===== src/smcp_pkg.sv =====
// shared constants and types of the serial monitor command port
package smcp_pkg;

  // ------------------------------------------------------------
  // bit timing, in clock cycles per bit and in bit periods
  // ------------------------------------------------------------
  localparam logic [10:0] DIV_HI = 11'h400;
  localparam logic [10:0] DIV_LO = 11'h200;
  localparam logic [3:0] FRAME_BITS = 4'hA;
  localparam logic [3:0] GAP_BITS = 4'h2;
  localparam logic [3:0] BRK_HIGH_BITS = 4'h2;
  localparam logic [3:0] DELAY_BITS = 4'hB;

  // ------------------------------------------------------------
  // clock step-up at ground entry
  // ------------------------------------------------------------
  localparam int PLL_REF_HZ = 32768;
  localparam int PLL_OUT_HZ = 2457600;
  localparam int PLL_MULT = PLL_OUT_HZ / PLL_REF_HZ;

  // ------------------------------------------------------------
  // addresses and fields
  // ------------------------------------------------------------
  localparam logic [15:0] SEC_BASE = 16'hFFF6;
  localparam logic [2:0] SEC_LAST = 3'h7;
  localparam logic [15:0] FLAG_ADDR = 16'h0040;
  localparam int FLAG_BIT = 6;
  localparam logic [15:0] SP_INC = 16'h0001;

  // ------------------------------------------------------------
  // opcodes with printed values
  // ------------------------------------------------------------
  localparam logic [7:0] OP_READ = 8'h4A;
  localparam logic [7:0] OP_INDEXED_WRITE_CMD = 8'h19;

  // ------------------------------------------------------------
  // states and kinds of transmitted frame
  // ------------------------------------------------------------
  typedef enum logic [11:0] {
    S_ENTRY = 12'h001,
    S_OFF = 12'h002,
    S_SEC_WAIT = 12'h004,
    S_SEC_CHK = 12'h008,
    S_FLAG = 12'h010,
    S_GAP = 12'h020,
    S_TX = 12'h040,
    S_BRK_HI = 12'h080,
    S_CMD_WAIT = 12'h100,
    S_DELAY = 12'h200,
    S_EXEC = 12'h400,
    S_DATA_WAIT = 12'h800
  } smcp_state_e;

  typedef enum logic [3:0] {
    K_SEC_ECHO = 4'h1,
    K_BREAK = 4'h2,
    K_ECHO = 4'h4,
    K_DATA = 4'h8
  } smcp_kind_e;

endpackage


===== src/smcp_monitor_port.sv =====
// serial monitor command port: entry, security, break and commands
// ------------------------------------------------------------
// How it works
// - break is ten consecutive zero bits
// - on break: two high bits, then break
// - test entry: baud pin picks 1024/512
// - supply entry: divider always 1024
// - ground entry: enable clock step-up
// - supply/ground entry needs blank reset vector
// - echo every byte received in S_SEC_WAIT or S_CMD_WAIT
// - wait eleven bits; break cancels command
// - two-bit gap before echo and data
// - read data only after final echo
// - read opcode 4A, address high first
// - indexed write at last address plus one
// - indexed access wraps whole 64k space
// - run only pulses runPulse for one cycle
// - stack read returns pointer plus one
// - eight security bytes compared with FFF6-FFFD
// - bypass kept until next power-on reset
// - mismatch only clears securityOk; reads and run still execute
// - break sent after all eight bytes
// - match sets bit six at 40
// - NRZ framing, same rate both ways
// - entry pins captured at reset release
// ------------------------------------------------------------
`timescale 1ns/1ps
module smcp_monitor_port
  import smcp_pkg::*;
#(
  // arbitrary opcode values
  parameter logic [7:0] OP_WRITE = 8'h01,
  parameter logic [7:0] OP_INDEXED_READ_CMD = 8'h02,
  parameter logic [7:0] OP_STACK_POINTER_READ_CMD = 8'h03,
  parameter logic [7:0] OP_RUN = 8'h04
) (
  // clock and reset
  input wire logic clk,
  input wire logic rst_b,
  input wire logic porReset,
  // entry pins and vector state
  input wire logic irqTestHigh,
  input wire logic irqSupply,
  input wire logic irqGround,
  input wire logic baudSelectPin,
  input wire logic vectorBlank,
  // monitor data pin
  input wire logic monDataIn,
  output logic monDataOut,
  output logic monDataOe,
  // memory and cpu
  output logic [15:0] memAddr,
  output logic [7:0] memWrData,
  output logic memWr,
  output logic memRd,
  input wire logic [7:0] memRdData,
  input wire logic [15:0] stackPtr,
  // status
  output logic monitorActive,
  output logic pllEnable,
  output logic securityOk,
  output logic runPulse
);

  // ------------------------------------------------------------
  // synchronisers and bit pacing
  // ------------------------------------------------------------
  logic [4:0] syncA, syncB;
  logic irqTstS, irqSupS, irqGndS, baudSelS, pinS;
  logic [10:0] period, divCnt, next_divCnt;
  logic bitTick, rxLine, rxValid, rxBreak, txLine, txBusy;
  logic [7:0] rxData;
  smcp_state_e state, next_state;

  always_ff @(posedge clk) begin
    syncA <= {irqTestHigh, irqSupply, irqGround, baudSelectPin, monDataIn};
    syncB <= syncA;
  end
  assign {irqTstS, irqSupS, irqGndS, baudSelS, pinS} = syncB;

  // own echo is masked so it is never taken as host traffic
  assign rxLine = monDataOe ? 1'b1 : pinS;
  assign bitTick = (divCnt == 11'(period - 11'h001));

  // restart on every state change keeps gaps whole bit periods
  always_comb begin
    next_divCnt = 11'(divCnt + 11'h001);
    if (bitTick || next_state != state) begin
      next_divCnt = 11'h000;
    end
  end

  always_ff @(posedge clk) begin
    if (!rst_b) begin
      divCnt <= 11'h000;
    end else begin
      divCnt <= next_divCnt;
    end
  end

  // ------------------------------------------------------------
  // line receiver and transmitter
  // ------------------------------------------------------------
  logic txStart, txBreak, next_txStart, next_txBreak;
  logic [7:0] txByte, next_txByte;

  smcp_rx u_rx (
    .clk(clk),
    .rst_b(rst_b),
    .rxLine(rxLine),
    .period(period),
    .byteValid(rxValid),
    .byteData(rxData),
    .breakSeen(rxBreak)
  );

  smcp_tx u_tx (
    .clk(clk),
    .rst_b(rst_b),
    .bitTick(bitTick),
    .start(txStart),
    .txData(txByte),
    .txBreak(txBreak),
    .lineOut(txLine),
    .busy(txBusy)
  );

  // ------------------------------------------------------------
  // security byte store
  // ------------------------------------------------------------
  logic [7:0] secByte [0:7];
  logic [2:0] secIdx, next_secIdx;
  logic secWr;

  for (genvar i = 0; i < 8; i++) begin : g_sec
    always_ff @(posedge clk) begin
      if (secWr && secIdx == 3'(i)) begin
        secByte[i] <= rxData;
      end
    end
  end

  // ------------------------------------------------------------
  // command sequencer
  // ------------------------------------------------------------
  smcp_kind_e kind, next_kind;
  logic [15:0] addr, next_addr, spInc;
  logic [7:0] wdata, next_wdata, opc, next_opc;
  logic [2:0] opnd, next_opnd;
  logic [3:0] waitCnt, next_wait;
  logic [1:0] ph, next_ph;
  logic retLeft, next_retLeft, secMatch, next_secMatch, secDone, next_secDone;
  logic next_secOk, next_mon, next_pll, next_run, next_memRd, next_memWr;
  logic next_oe, next_out;
  logic [15:0] next_memAddr;
  logic [7:0] next_memWrData;
  logic [10:0] next_period;

  assign spInc = 16'(stackPtr + SP_INC);

  // bytes in a whole command, opcode included
  function automatic logic [2:0] cmdLen(input logic [7:0] op);
    if (op == OP_READ) return 3'h3;
    if (op == OP_WRITE) return 3'h4;
    if (op == OP_INDEXED_WRITE_CMD) return 3'h2;
    return 3'h1;
  endfunction

  always_comb begin
    next_state = state;
    next_wait = waitCnt;
    next_ph = ph;
    next_kind = kind;
    next_txByte = txByte;
    next_txBreak = txBreak;
    next_txStart = 1'b0;
    next_addr = addr;
    next_wdata = wdata;
    next_opc = opc;
    next_opnd = opnd;
    next_retLeft = retLeft;
    next_secIdx = secIdx;
    next_secMatch = secMatch;
    next_secDone = secDone;
    next_secOk = securityOk;
    next_period = period;
    next_mon = monitorActive;
    next_pll = pllEnable;
    next_run = 1'b0;
    next_memRd = 1'b0;
    next_memWr = 1'b0;
    next_memAddr = memAddr;
    next_memWrData = memWrData;
    secWr = 1'b0;
    case (state)
      S_ENTRY: begin
        // pins are read once, in the first cycle after release
        next_state = S_OFF;
        if (irqTstS) begin
          next_mon = 1'b1;
          next_period = baudSelS ? DIV_HI : DIV_LO;
        end else if (irqSupS && vectorBlank) begin
          next_mon = 1'b1;
          next_period = DIV_HI;
        end else if (irqGndS && vectorBlank) begin
          next_mon = 1'b1;
          next_pll = 1'b1;
          next_period = DIV_HI;
        end
        if (next_mon) begin
          // bypass survives resets other than power-on
          next_state = secDone ? S_GAP : S_SEC_WAIT;
          next_kind = K_BREAK;
          next_txBreak = 1'b1;
          next_wait = 4'h0;
        end
      end
      S_SEC_WAIT: begin
        if (rxValid) begin
          secWr = 1'b1;
          next_txByte = rxData;
          next_txBreak = 1'b0;
          next_kind = K_SEC_ECHO;
          next_state = S_GAP;
          next_wait = 4'h0;
        end
      end
      S_SEC_CHK: begin
        next_ph = 2'(ph + 2'h1);
        if (ph == 2'h0) begin
          next_memRd = 1'b1;
          next_memAddr = 16'(SEC_BASE + {13'h0000, secIdx});
        end else if (ph == 2'h2) begin
          next_ph = 2'h0;
          next_secIdx = 3'(secIdx + 3'h1);
          // erased locations read as FF and are compared as such
          if (memRdData != secByte[secIdx]) begin
            next_secMatch = 1'b0;
          end
          if (secIdx == SEC_LAST) begin
            next_secDone = 1'b1;
            next_secOk = next_secMatch;
            next_kind = K_BREAK;
            next_txBreak = 1'b1;
            next_wait = 4'h0;
            next_state = next_secMatch ? S_FLAG : S_GAP;
          end
        end
      end
      S_FLAG: begin
        next_ph = 2'(ph + 2'h1);
        if (ph == 2'h0) begin
          next_memRd = 1'b1;
          next_memAddr = FLAG_ADDR;
        end else if (ph == 2'h2) begin
          next_memWr = 1'b1;
          next_memWrData = memRdData | (8'h01 << FLAG_BIT);
          next_state = S_GAP;
          next_wait = 4'h0;
        end
      end
      S_GAP: begin
        if (bitTick) begin
          next_wait = 4'(waitCnt + 4'h1);
          if (waitCnt == 4'(GAP_BITS - 4'h1)) begin
            next_state = S_TX;
            next_txStart = 1'b1;
          end
        end
      end
      S_TX: begin
        if (!txBusy && !txStart) begin
          next_wait = 4'h0;
          next_ph = 2'h0;
          case (kind)
            K_SEC_ECHO: begin
              next_state = S_SEC_WAIT;
              if (secIdx == SEC_LAST) begin
                next_state = S_SEC_CHK;
                next_secMatch = 1'b1;
              end
              next_secIdx = 3'(secIdx + 3'h1);
            end
            K_ECHO: begin
              // full command echoed: hold off before acting
              next_state = (opnd == cmdLen(opc)) ? S_DELAY : S_CMD_WAIT;
            end
            K_DATA: begin
              next_state = S_CMD_WAIT;
              if (retLeft) begin
                next_retLeft = 1'b0;
                next_txByte = spInc[7:0];
                next_state = S_GAP;
              end
            end
            default: begin
              next_state = S_CMD_WAIT;
              next_opnd = 3'h0;
            end
          endcase
        end
      end
      S_BRK_HI: begin
        if (bitTick) begin
          next_wait = 4'(waitCnt + 4'h1);
          if (waitCnt == 4'(BRK_HIGH_BITS - 4'h1)) begin
            next_state = S_TX;
            next_txStart = 1'b1;
            next_txBreak = 1'b1;
            next_kind = K_BREAK;
          end
        end
      end
      S_CMD_WAIT: begin
        if (rxBreak) begin
          next_state = S_BRK_HI;
          next_wait = 4'h0;
        end else if (rxValid) begin
          next_opnd = 3'(opnd + 3'h1);
          if (opnd == 3'h0) begin
            next_opc = rxData;
          end else if (opc == OP_INDEXED_WRITE_CMD || opnd == 3'h3) begin
            next_wdata = rxData;
          end else if (opnd == 3'h1) begin
            next_addr = {rxData, addr[7:0]};
          end else begin
            next_addr = {addr[15:8], rxData};
          end
          next_txByte = rxData;
          next_txBreak = 1'b0;
          next_kind = K_ECHO;
          next_state = S_GAP;
          next_wait = 4'h0;
        end
      end
      S_DELAY: begin
        if (rxBreak) begin
          next_state = S_BRK_HI;
          next_wait = 4'h0;
          next_opnd = 3'h0;
        end else if (bitTick) begin
          next_wait = 4'(waitCnt + 4'h1);
          if (waitCnt == 4'(DELAY_BITS - 4'h1)) begin
            next_state = S_EXEC;
          end
        end
      end
      S_EXEC: begin
        next_opnd = 3'h0;
        next_state = S_CMD_WAIT;
        next_memAddr = addr;
        next_memWrData = wdata;
        next_ph = 2'h0;
        next_wait = 4'h0;
        if (opc == OP_INDEXED_READ_CMD || opc == OP_INDEXED_WRITE_CMD) begin
          next_addr = 16'(addr + 16'h0001);
          next_memAddr = next_addr;
        end
        if (opc == OP_READ || opc == OP_INDEXED_READ_CMD) begin
          next_memRd = 1'b1;
          next_state = S_DATA_WAIT;
        end else if (opc == OP_WRITE || opc == OP_INDEXED_WRITE_CMD) begin
          next_memWr = 1'b1;
        end else if (opc == OP_STACK_POINTER_READ_CMD) begin
          next_txByte = spInc[15:8];
          next_retLeft = 1'b1;
          next_kind = K_DATA;
          next_txBreak = 1'b0;
          next_state = S_GAP;
        end else if (opc == OP_RUN) begin
          next_run = 1'b1;
        end
      end
      S_DATA_WAIT: begin
        next_ph = 2'(ph + 2'h1);
        if (ph == 2'h1) begin
          next_txByte = memRdData;
          next_txBreak = 1'b0;
          next_kind = K_DATA;
          next_state = S_GAP;
        end
      end
      S_OFF: next_state = S_OFF;
      default: next_state = S_ENTRY;
    endcase
    // only a power-on reset forgets the bypass
    if (!rst_b && porReset) begin
      next_secOk = 1'b0;
      next_secDone = 1'b0;
    end
    next_oe = (state == S_BRK_HI) || (state == S_TX);
    next_out = (state == S_BRK_HI) ? 1'b1 : txLine;
  end

  always_ff @(posedge clk) begin
    securityOk <= next_secOk;
    secDone <= next_secDone;
  end

  always_ff @(posedge clk) begin
    if (!rst_b) begin
      state <= S_ENTRY;
      waitCnt <= 4'h0;
      ph <= 2'h0;
      kind <= K_BREAK;
      txByte <= 8'h00;
      txBreak <= 1'b0;
      txStart <= 1'b0;
      addr <= 16'h0000;
      wdata <= 8'h00;
      opc <= 8'h00;
      opnd <= 3'h0;
      retLeft <= 1'b0;
      secIdx <= 3'h0;
      secMatch <= 1'b0;
      period <= DIV_HI;
      monitorActive <= 1'b0;
      pllEnable <= 1'b0;
      runPulse <= 1'b0;
      memRd <= 1'b0;
      memWr <= 1'b0;
      memAddr <= 16'h0000;
      memWrData <= 8'h00;
      monDataOe <= 1'b0;
      monDataOut <= 1'b1;
    end else begin
      state <= next_state;
      waitCnt <= next_wait;
      ph <= next_ph;
      kind <= next_kind;
      txByte <= next_txByte;
      txBreak <= next_txBreak;
      txStart <= next_txStart;
      addr <= next_addr;
      wdata <= next_wdata;
      opc <= next_opc;
      opnd <= next_opnd;
      retLeft <= next_retLeft;
      secIdx <= next_secIdx;
      secMatch <= next_secMatch;
      period <= next_period;
      monitorActive <= next_mon;
      pllEnable <= next_pll;
      runPulse <= next_run;
      memRd <= next_memRd;
      memWr <= next_memWr;
      memAddr <= next_memAddr;
      memWrData <= next_memWrData;
      monDataOe <= next_oe;
      monDataOut <= next_out;
    end
  end

  // ------------------------------------------------------------
  // checks
  // ------------------------------------------------------------
  a_break_high: assert property (@(posedge clk) disable iff (!rst_b)
    state == S_BRK_HI |=> monDataOe && monDataOut)
    else $error("line not driven high before break reply");
  a_div_test: assert property (@(posedge clk) disable iff (!rst_b)
    state == S_ENTRY && irqTstS |=> period == ($past(baudSelS) ? DIV_HI : DIV_LO))
    else $error("wrong divider at test entry");
  a_div_supply: assert property (@(posedge clk) disable iff (!rst_b)
    state == S_ENTRY && !irqTstS && irqSupS && vectorBlank |=> period == DIV_HI)
    else $error("supply entry divider not 1024");
  a_pll_ground: assert property (@(posedge clk) disable iff (!rst_b)
    state == S_ENTRY && !irqTstS && !irqSupS && irqGndS && vectorBlank |=> pllEnable)
    else $error("step-up clock not enabled");
  a_entry_blank: assert property (@(posedge clk) disable iff (!rst_b)
    state == S_ENTRY && !irqTstS && !vectorBlank |=> !monitorActive)
    else $error("entry allowed with programmed vector");
  a_echo_byte: assert property (@(posedge clk) disable iff (!rst_b)
    state == S_CMD_WAIT && rxValid && !rxBreak |=> txByte == $past(rxData) && state == S_GAP)
    else $error("received byte not queued for echo");
  a_cancel_cmd: assert property (@(posedge clk) disable iff (!rst_b)
    state == S_DELAY && rxBreak |=> state == S_BRK_HI ##1 !memWr && !memRd)
    else $error("break did not cancel command");
  a_gap_first: assert property (@(posedge clk) disable iff (!rst_b)
    $rose(state == S_TX) && kind != K_BREAK |-> $past(state == S_GAP) && $past(bitTick))
    else $error("echo or data sent without gap");
  a_read_addr: assert property (@(posedge clk) disable iff (!rst_b)
    state == S_EXEC && opc == OP_READ |=> memRd && memAddr == $past(addr))
    else $error("read issued at wrong address");
  a_indexed_write_cmd_addr: assert property (@(posedge clk) disable iff (!rst_b)
    state == S_EXEC && opc == OP_INDEXED_WRITE_CMD |=> memWr && memAddr == 16'($past(addr) + 16'h0001))
    else $error("indexed write not at next address");
  a_flag_write: assert property (@(posedge clk) disable iff (!rst_b)
    memWr && state != S_CMD_WAIT |-> memAddr == FLAG_ADDR && memWrData[FLAG_BIT] && securityOk)
    else $error("security flag write wrong");

endmodule


===== src/smcp_rx.sv =====
// receiver of one byte frame or a break on the monitor line
`timescale 1ns/1ps
module smcp_rx
  import smcp_pkg::*;
(
  // clock and reset
  input wire logic clk,
  input wire logic rst_b,
  // line and bit period
  input wire logic rxLine,
  input wire logic [10:0] period,
  // results
  output logic byteValid,
  output logic [7:0] byteData,
  output logic breakSeen
);

  logic busy, waitHigh, next_busy, next_waitHigh, next_valid, next_brk;
  logic [10:0] cnt, next_cnt;
  logic [3:0] bitIdx, next_bitIdx;
  logic [9:0] shreg, next_shreg;

  always_comb begin
    next_busy = busy;
    next_waitHigh = waitHigh;
    next_cnt = cnt;
    next_bitIdx = bitIdx;
    next_shreg = shreg;
    next_valid = 1'b0;
    next_brk = 1'b0;
    if (waitHigh) begin
      next_waitHigh = !rxLine;
    end else if (!busy) begin
      if (!rxLine) begin
        next_busy = 1'b1;
        next_cnt = {1'b0, period[10:1]};
        next_bitIdx = 4'h0;
      end
    end else if (cnt != 11'h000) begin
      next_cnt = 11'(cnt - 11'h001);
    end else begin
      next_cnt = 11'(period - 11'h001);
      next_shreg = {rxLine, shreg[9:1]};
      next_bitIdx = 4'(bitIdx + 4'h1);
      // false start: line back high at mid start bit
      if (bitIdx == 4'h0 && rxLine) begin
        next_busy = 1'b0;
      end else if (bitIdx == 4'(FRAME_BITS - 4'h1)) begin
        next_busy = 1'b0;
        if (rxLine) begin
          next_valid = 1'b1;
        end else if (shreg[9:2] == 8'h00) begin
          next_brk = 1'b1;
          next_waitHigh = 1'b1;
        end else begin
          next_waitHigh = 1'b1;
        end
      end
    end
  end

  always_ff @(posedge clk) begin
    if (!rst_b) begin
      busy <= 1'b0;
      waitHigh <= 1'b0;
      cnt <= 11'h000;
      bitIdx <= 4'h0;
      shreg <= 10'h3FF;
      byteValid <= 1'b0;
      breakSeen <= 1'b0;
    end else begin
      busy <= next_busy;
      waitHigh <= next_waitHigh;
      cnt <= next_cnt;
      bitIdx <= next_bitIdx;
      shreg <= next_shreg;
      byteValid <= next_valid;
      breakSeen <= next_brk;
    end
  end

  // lsb first: after the stop shift, data sits between start and stop
  assign byteData = shreg[8:1];

endmodule


===== src/smcp_tx.sv =====
// transmitter of one byte frame or a break, paced by bit ticks
`timescale 1ns/1ps
module smcp_tx
  import smcp_pkg::*;
(
  // clock and reset
  input wire logic clk,
  input wire logic rst_b,
  // pacing and request
  input wire logic bitTick,
  input wire logic start,
  input wire logic [7:0] txData,
  input wire logic txBreak,
  // line
  output logic lineOut,
  output logic busy
);

  logic next_busy;
  logic [9:0] shreg, next_shreg;
  logic [3:0] left, next_left;

  always_comb begin
    next_busy = busy;
    next_shreg = shreg;
    next_left = left;
    if (start) begin
      next_busy = 1'b1;
      next_left = FRAME_BITS;
      // break is ten zeros, a byte is start, lsb first, stop
      next_shreg = txBreak ? 10'h000 : {1'b1, txData, 1'b0};
    end else if (busy && bitTick) begin
      next_shreg = {1'b1, shreg[9:1]};
      next_left = 4'(left - 4'h1);
      next_busy = (left != 4'h1);
    end
  end

  always_ff @(posedge clk) begin
    if (!rst_b) begin
      busy <= 1'b0;
      shreg <= 10'h3FF;
      left <= 4'h0;
    end else begin
      busy <= next_busy;
      shreg <= next_shreg;
      left <= next_left;
    end
  end

  assign lineOut = busy ? shreg[0] : 1'b1;

endmodule


===== config.mk =====
export PLATFORM = sky130hd
export DESIGN_NAME = smcp_monitor_port
export DESIGN_NICKNAME = d
export VERILOG_FILES = /design/src/smcp_pkg.sv /design/src/smcp_monitor_port.sv /design/src/smcp_rx.sv /design/src/smcp_tx.sv
export SDC_FILE = /design/constraint.sdc
export NUM_CORES = 1
export LEC_CHECK = 0
export ABC_AREA = 1
export ABC_CLOCK_PERIOD_IN_PS = 3100
export BUFFER_PORTS_ARGS = -buffer_cell sky130_fd_sc_hd__buf_2
export CAP_MARGIN = 30
export CORE_UTILIZATION = 25
export CTS_BUF_LIST = sky130_fd_sc_hd__clkbuf_2 sky130_fd_sc_hd__clkbuf_4 sky130_fd_sc_hd__clkbuf_8
export DETAILED_ROUTE_END_ITERATION = 7
export GPL_TIMING_DRIVEN = 0
export PLACE_DENSITY = 0.4
export SLEW_MARGIN = 20
export SYNTH_ARGS = -nofsm -noshare
export SYNTH_HDL_FRONTEND = slang
export SYNTH_SLANG_ARGS = --single-unit

===== constraint.sdc =====
create_clock -name clk -period 3.1 [get_ports clk]
set_clock_uncertainty 0.2 [all_clocks]
set_input_delay 0.31 -clock clk [delete_from_list [all_inputs] [get_ports clk]]
set_output_delay 0.31 -clock clk [all_outputs]
set_load 0.05 [all_outputs]

==> impl_metrics.env, run 1 <==
export IMPL_final_hold_viol_count=0
export IMPL_placedCellCount=2271
export IMPL_yosys_register_bits=238
export IMPL_h_tree_depth_reported_by_cts=2
export IMPL_yosys_cell_types_count=58
export IMPL_die_h_um=221
export IMPL_critical_path_max_fanout=8
export IMPL_p_per_area_nw_per_um2=530
export IMPL_cp_data_arrival_time_ns=2.99
export IMPL_detail_route_first_pass_iterations=5
export IMPL_max_cap_viol_count=0
export IMPL_layout_cells_non_filler=2371
export IMPL_fp_row_count=80
export IMPL_maximum_number_of_pins_on_one_net_before_global_route_repair=16
export IMPL_tritoncts_clock_tree="done"
export IMPL_criticalPathCategory="reg2reg"
export IMPL_setup_ws_ns=0.110
export IMPL_clock_sinks=238
export IMPL_final_min_clock_period_ns=2.99
export IMPL_critPathRequiredTime_ns=3.10
export IMPL_worst_setup_path_start_kind="register"
export IMPL_cts_buffer_depth=3
export IMPL_first_pass_grt_wire_length_mm=64.4
export IMPL_detail_route_wl_per_cell_um=18.1
export IMPL_crit_chain="nor2_2 > nand2_2 > inv_2 > nand3b_4 > nor2_1 > nand2_1 > nor2_1"
export IMPL_num_vias=11072
export IMPL_grt_pass1_vias=10749
export IMPL_critical_path_max_stage_delay_ns=0.73
export IMPL_start_util_pct=25.2
export IMPL_avgSynthCellArea_um2=7.56
export IMPL_worst_path_max_delay_cell="nor2_1"
export IMPL_coreArea_um2=47600
export IMPL_syn_nets=1650
export IMPL_grt_ovfl_total=0
export IMPL_run_status="finished clean"
export IMPL_remaining_drc_errors=0
export IMPL_p_leak_nw=6.16
export IMPL_ys_warnings_count=0
export IMPL_clock_fmax_mhz=334
export IMPL_clk_latency_ns=0.62
export IMPL_ioPinCount=65
export IMPL_grt_antenna_before_repair=0
export IMPL_rsz_0062_raised_after_global_routing="yes"
export IMPL_clock_tree_root_cell="clkbuf_8"
export IMPL_place_ws_ns=0.0628
export IMPL_worst_slew_pin_slew_ns=0.930
export IMPL_drive_gt1_share_pct=14.0
export IMPL_finalSetupViolations=0
export IMPL_period_share_pct=96.4
export IMPL_synthesis_instances=1591
export IMPL_flow_area_growth_from_synthesis_pct=19.0
export IMPL_drt_first_iter_violations=841
export IMPL_synth_seq_area_share_pct=44.9
export IMPL_routabilityCongestion=0.882
export IMPL_fp_dieArea_um2=49000
export IMPL_post_synth_instance_area_um2=12000
export IMPL_diodes=0
export IMPL_worstHoldPathType="in2reg"
export IMPL_ir_worst_vdd_mv=0.274
export IMPL_grt_use_total_pct=17.4
export IMPL_buffer_ports_inserted=64
export IMPL_antenna_violating_nets_post_route=0
export IMPL_number_of_max_slew_violations_in_the_final_report=0
export IMPL_fin_hold_ws_ns=0.111
export IMPL_critical_path_top_cell_by_count="nor2_1"
export IMPL_die_width_um=221
export IMPL_place_hpwl_mm=31.7
export IMPL_finish_net_count=1779
export IMPL_post_drt_via_cell_ratio=4.67
export IMPL_cts_clk_slew_worst_paths_ns=0.06
export IMPL_cp_end_kind="register"
export IMPL_number_of_buffers_created_by_cts=47
export IMPL_timing_slew_headroom_pct=38.0
export IMPL_detail_route_wirelength_mm=43.0
export IMPL_r2r_setup_slack_ns=0.11
layout by cell type (no fill, tap or decap), types with 14 or more instances in the layout:
cell	Yosys	layout
nor3_1	28	28
inv_2	16	16
clkbuf_8	0	59
buf_2	15	79
clkbuf_1	23	22
nand4_1	19	19
nand3_1	127	127
dlygate4sd3_1	0	14
o21ai_0	110	110
nand2_1	295	292
a21oi_1	101	99
dfxtp_1	174	173
a211oi_1	23	23
a31oi_1	24	24
nor2_2	19	21
inv_1	222	222
ha_1	26	26
nor2_1	163	161
o22ai_1	14	14
edfxtp_1	64	64
nand2_2	11	14
xor2_1	15	15
repair_timing:
item                       CTS  global route
hold buffers                14             0
gates resized for setup      0             9
buffers inserted             0             1
setup endpoints to repair    0            48
hold endpoints to repair    20             0
Yosys cell counts (all sizes together):
cell type | number | area (um^2)
nor3b | 1 | 7.51
a21oi | 103 | 523
a221oi | 3 | 26.3
o21a | 3 | 22.5
o211ai | 10 | 75.1
nor4 | 8 | 65.1
buf | 25 | 150
a22oi | 1 | 7.51
o311ai | 2 | 17.5
nand3 | 132 | 686
a21o | 2 | 15.0
nand2 | 308 | 1200
o22a | 1 | 8.76
o221a | 1 | 11.3
edfxtp | 64 | 1920
a21boi | 1 | 7.51
o221ai | 2 | 17.5
o22ai | 14 | 87.6
o21ai | 117 | 586
nor2 | 185 | 782
dfxtp | 174 | 3480
xnor2 | 7 | 61.3
o2111ai | 5 | 43.8
a211oi | 23 | 173
inv | 239 | 900
clkinv | 1 | 3.75
clkbuf | 24 | 91.3
a31oi | 24 | 150
nand3b | 8 | 72.6
a2bb2oi | 1 | 8.76
o2bb2ai | 1 | 8.76
or2 | 4 | 25.0
o41ai | 1 | 8.76
xor2 | 15 | 131
o31ai | 1 | 7.51
nand4 | 20 | 131
nor3 | 31 | 170
and3 | 3 | 18.8
ha | 26 | 325
where the power goes:
| group | internal, W | switching, W | leakage, nW |
|---|---|---|---|
| registers | 0.00331 | 0.000160 | 2.02 |
| clock network | 0.00189 | 0.00150 | 0.531 |
| logic | 0.000227 | 0.000495 | 3.61 |
metrics by stage:
| step | area [um^2] | utilization [%] | setup TNS, ns | total power (W) |
|---|---|---|---|---|
| 2_1_floorplan | 12000 | - | 0 | 0.00392 |
| 3_3_place_gp | 13100 | 27.5 | 0 | 0.00423 |
| 3_5_place_dp | 13100 | 27.6 | 0 | 0.00424 |
| 4_1_cts | 14300 | 30.0 | 0 | 0.00771 |
| 5_1_grt | 14300 | 30.0 | -1.44 | 0.00794 |
| 6_report | 14300 | 30.0 | 0 | 0.00758 |
area by class of cell:
type                            count  area [um^2]
Clock buffer                       66          865
Fill cell                        5229        33300
Buffer                             48          238
Inverter                          240          903
Multi-Input combinational cell   1064         5510
Sequential cell                   238         5410
Clock inverter                     19          134
Timing Repair Buffer               81          490
Tap cell                          615          769
state kept, by name, indices dropped and copies added, names as in the netlist, 8 cells and up, named ones only:
signal,cells
txByte,8
opc,8
u_tx.shreg,10
memAddr,16
memWrData,8
secByte,64
u_rx.cnt,11
addr,16
state,12
divCnt,11
u_rx.shreg,9
wdata,8
cells by family (layout without fill, tap and decap cells):
| logic type | count (synthesis) | after routing | share of synthesized area, % |
|---|---|---|---|
| adders and majority gates | 26 | 26 | 2.70 |
| and+or+nand+nor | 700 | 700 | 26.2 |
| DFF | 238 | 238 | 44.9 |
| AOI/OAI and AO/OA | 316 | 316 | 15.0 |
| buffers and inverters | 289 | 454 | 9.52 |
| xor gates and xnor gates | 22 | 22 | 1.60 |
worst paths after layout:
path / start / endpoint / depth (start not counted)
min: stackPtr[12] / txByte[5] / 6
min reg2reg: syncA[3] / syncB[3] / 0
max: state[10] / secByte[4][5] / 7
max reg2reg: state[10] / secByte[4][5] / 7
per-layer routing:
layer	share of wire, %	track usage [%]	vias up
li1	-	-	5548
met1	45	22.3	5176
met2	46	28.6	283
met3	6.3	4.22	65
met4	2.6	5.48	0
met5	0	0	-
critical path, delay by kind of cell, from the launching register on:
family	cells	cell delay, ns
buffers and inverters	1	0.20
DFF	1	0.36
and+or+nand+nor	6	1.79
(Power assumes the default switching activity.)
==> run 2, diff against run 1 <==
Settings changed: PLACE_DENSITY 0.4 to not set.
==> run 2 against run 1 <==
Effect of this change:
- flip-flop and latch count stayed put
- first-iteration DRC count rose by 6.2%
- combinational power decreased by 4.2%
- largest cell class unchanged
- critical endpoint is now memAddr[11]
- register-to-register slack better by 0.08 ns
- non-clock buffer count decreased by 3
- hold slack got worse by 0.052 ns
- critical path depth is 3 higher
- final area shrank 1.1%
- clock power shrank 7.7%
- sequential share of layout area up 0.42 points
==> impl_metrics.env, run 2 (same netlist as run 1, synthesis figures left out) <==
export IMPL_top_register="secByte"
export IMPL_finalSetupViolations=0
export IMPL_maximum_number_of_pins_on_one_net_before_global_route_repair=16
export IMPL_critical_path_max_stage_delay_ns=0.43
export IMPL_first_pass_grt_wire_length_mm=59.2
export IMPL_crit_chain="nor2_2 > nand2_4 > nor3_2 > inv_1 > a21oi_1 > nor2_1 > inv_1 > clkbuf_2 > o21ai_0 > a21oi_1"
export IMPL_worstHoldPathType="in2reg"
export IMPL_timing_slew_headroom_pct=34.1
export IMPL_place_hpwl_mm=28.1
export IMPL_cts_clk_slew_worst_paths_ns=0.06
export IMPL_number_of_buffers_created_by_cts=42
export IMPL_grt_antenna_before_repair=0
export IMPL_detail_route_first_pass_iterations=6
export IMPL_grt_ovfl_total=0
export IMPL_worst_setup_path_start_kind="register"
export IMPL_grt_pass1_vias=10779
export IMPL_period_share_pct=93.8
export IMPL_largest_register_ff_count=64
export IMPL_criticalPathCategory="reg2reg"
export IMPL_finish_net_count=1771
export IMPL_most_common_layout_cells="nand2_1, inv_1, dfxtp_1"
export IMPL_clock_tree_root_cell="clkbuf_8"
export IMPL_start_util_pct=25.2
export IMPL_max_cap_viol_count=0
export IMPL_drive_gt1_share_pct=13.1
export IMPL_p_per_area_nw_per_um2=514
export IMPL_ioPinCount=65
export IMPL_buffer_ports_inserted=64
export IMPL_biggestRegsByFlops="secByte: 64 flops, addr: 16 flops, memAddr: 16 flops"
export IMPL_fp_row_count=80
export IMPL_p_leak_nw=6.08
export IMPL_grt_use_total_pct=15.4
export IMPL_setup_total_negative_slack_ns=0
export IMPL_remaining_drc_errors=0
export IMPL_run_status="finished clean"
export IMPL_h_tree_depth_reported_by_cts=2
export IMPL_detail_route_wirelength_mm=38.1
export IMPL_cts_setup_buffers=0
export IMPL_clk_latency_ns=0.59
export IMPL_clock_fmax_mhz=344
export IMPL_critical_path_max_fanout=10
export IMPL_flow_area_growth_from_synthesis_pct=17.7
export IMPL_worst_path_dominant_cell_family="simple AND/OR/NAND/NOR gates"
export IMPL_ir_worst_vdd_mv=0.308
export IMPL_cts_buffer_depth=3
export IMPL_routabilityCongestion=0.913
export IMPL_number_of_max_slew_violations_in_the_final_report=0
export IMPL_cp_num_buf_inv=3
export IMPL_fin_total_pwr_w=0.00728
export IMPL_post_drt_via_cell_ratio=4.80
export IMPL_coreArea_um2=47600
export IMPL_cp_end_kind="register"
export IMPL_commonest_non_fill_non_tap_cell_in_the_layout="nand2_1"
export IMPL_antenna_violating_nets_post_route=0
export IMPL_detail_route_wl_per_cell_um=16.2
export IMPL_final_min_clock_period_ns=2.91
export IMPL_worst_path_max_delay_cell="nor3_2"
export IMPL_final_hold_viol_count=0
export IMPL_die_width_um=221
export IMPL_cp_data_arrival_time_ns=3.19
export IMPL_drt_first_iter_violations=893
export IMPL_clock_sinks=238
export IMPL_fp_dieArea_um2=49000
export IMPL_worst_slew_pin_slew_ns=0.987
export IMPL_critPathRequiredTime_ns=3.39
export IMPL_rsz_0062_raised_after_global_routing="no"
export IMPL_die_h_um=221
export IMPL_tritoncts_clock_tree="done"
export IMPL_num_vias=11314
## run 2: final timing paths
kind,startpoint,end,slack [ns],cells after the start
hold reg to reg,syncA[3],syncB[3],0.12,0
setup / recovery,state[5],memAddr[11],0.19,10
hold / removal,stackPtr[15],txByte[7],0.06,6
setup reg to reg,state[5],memAddr[11],0.19,10
## run 2: routing by layer
metal | up-vias | wire (um) | global-route usage (%)
met5 | - | 0 | 0
met4 | 0 | 918 | 4.85
met3 | 69 | 2700 | 2.24
met2 | 388 | 17800 | 25.7
met1 | 5324 | 16700 | 20.3
li1 | 5533 | - | -
## run 2: worst min-delay path: stages
cell and delay, ns:
buf_2 0.11, nand2_1 0.05, nand3_1 0.07, o2111ai_1 0.08, nand3_1 0.09, a21oi_1 0.06
## run 2: what timing repair did
action                                 in CTS  in global routing
setup endpoints to repair                   0                 11
resized for setup                           0                  3
hold buffers                               14                  0
endpoints found under the hold margin      17                  0
## run 2: where the power goes
group | internal [W] | leakage, nW | switching, W
sequential | 0.00331 | 2.02 | 0.000151
combinational | 0.000222 | 3.59 | 0.000469
clock | 0.00177 | 0.466 | 0.00136
## run 2: through the flow
stage	util (%)	instance area, um^2	instances	worst slack (ns)	hold WS (ns)
4_1_cts	29.7	14100	2358	0.175	0.0343
2_1_floorplan	-	12000	1591	0.812	0.110
3_3_place_gp	27.5	13100	2270	0.249	0.111
3_5_place_dp	27.5	13100	2270	0.214	0.114
5_1_grt	29.7	14200	2357	0.0336	0.0830
6_report	29.7	14200	2358	0.191	0.0599
## run 2: final cells by class
type	count	area, um^2
clock buffer	63	779
tap	615	769
multi-input combinational	1064	5490
fill	5157	33500
sequential	238	5410
timing repair buffer	78	460
buffer	48	238
inverter	240	903
clock inverter	11	110
antenna	1	2.50
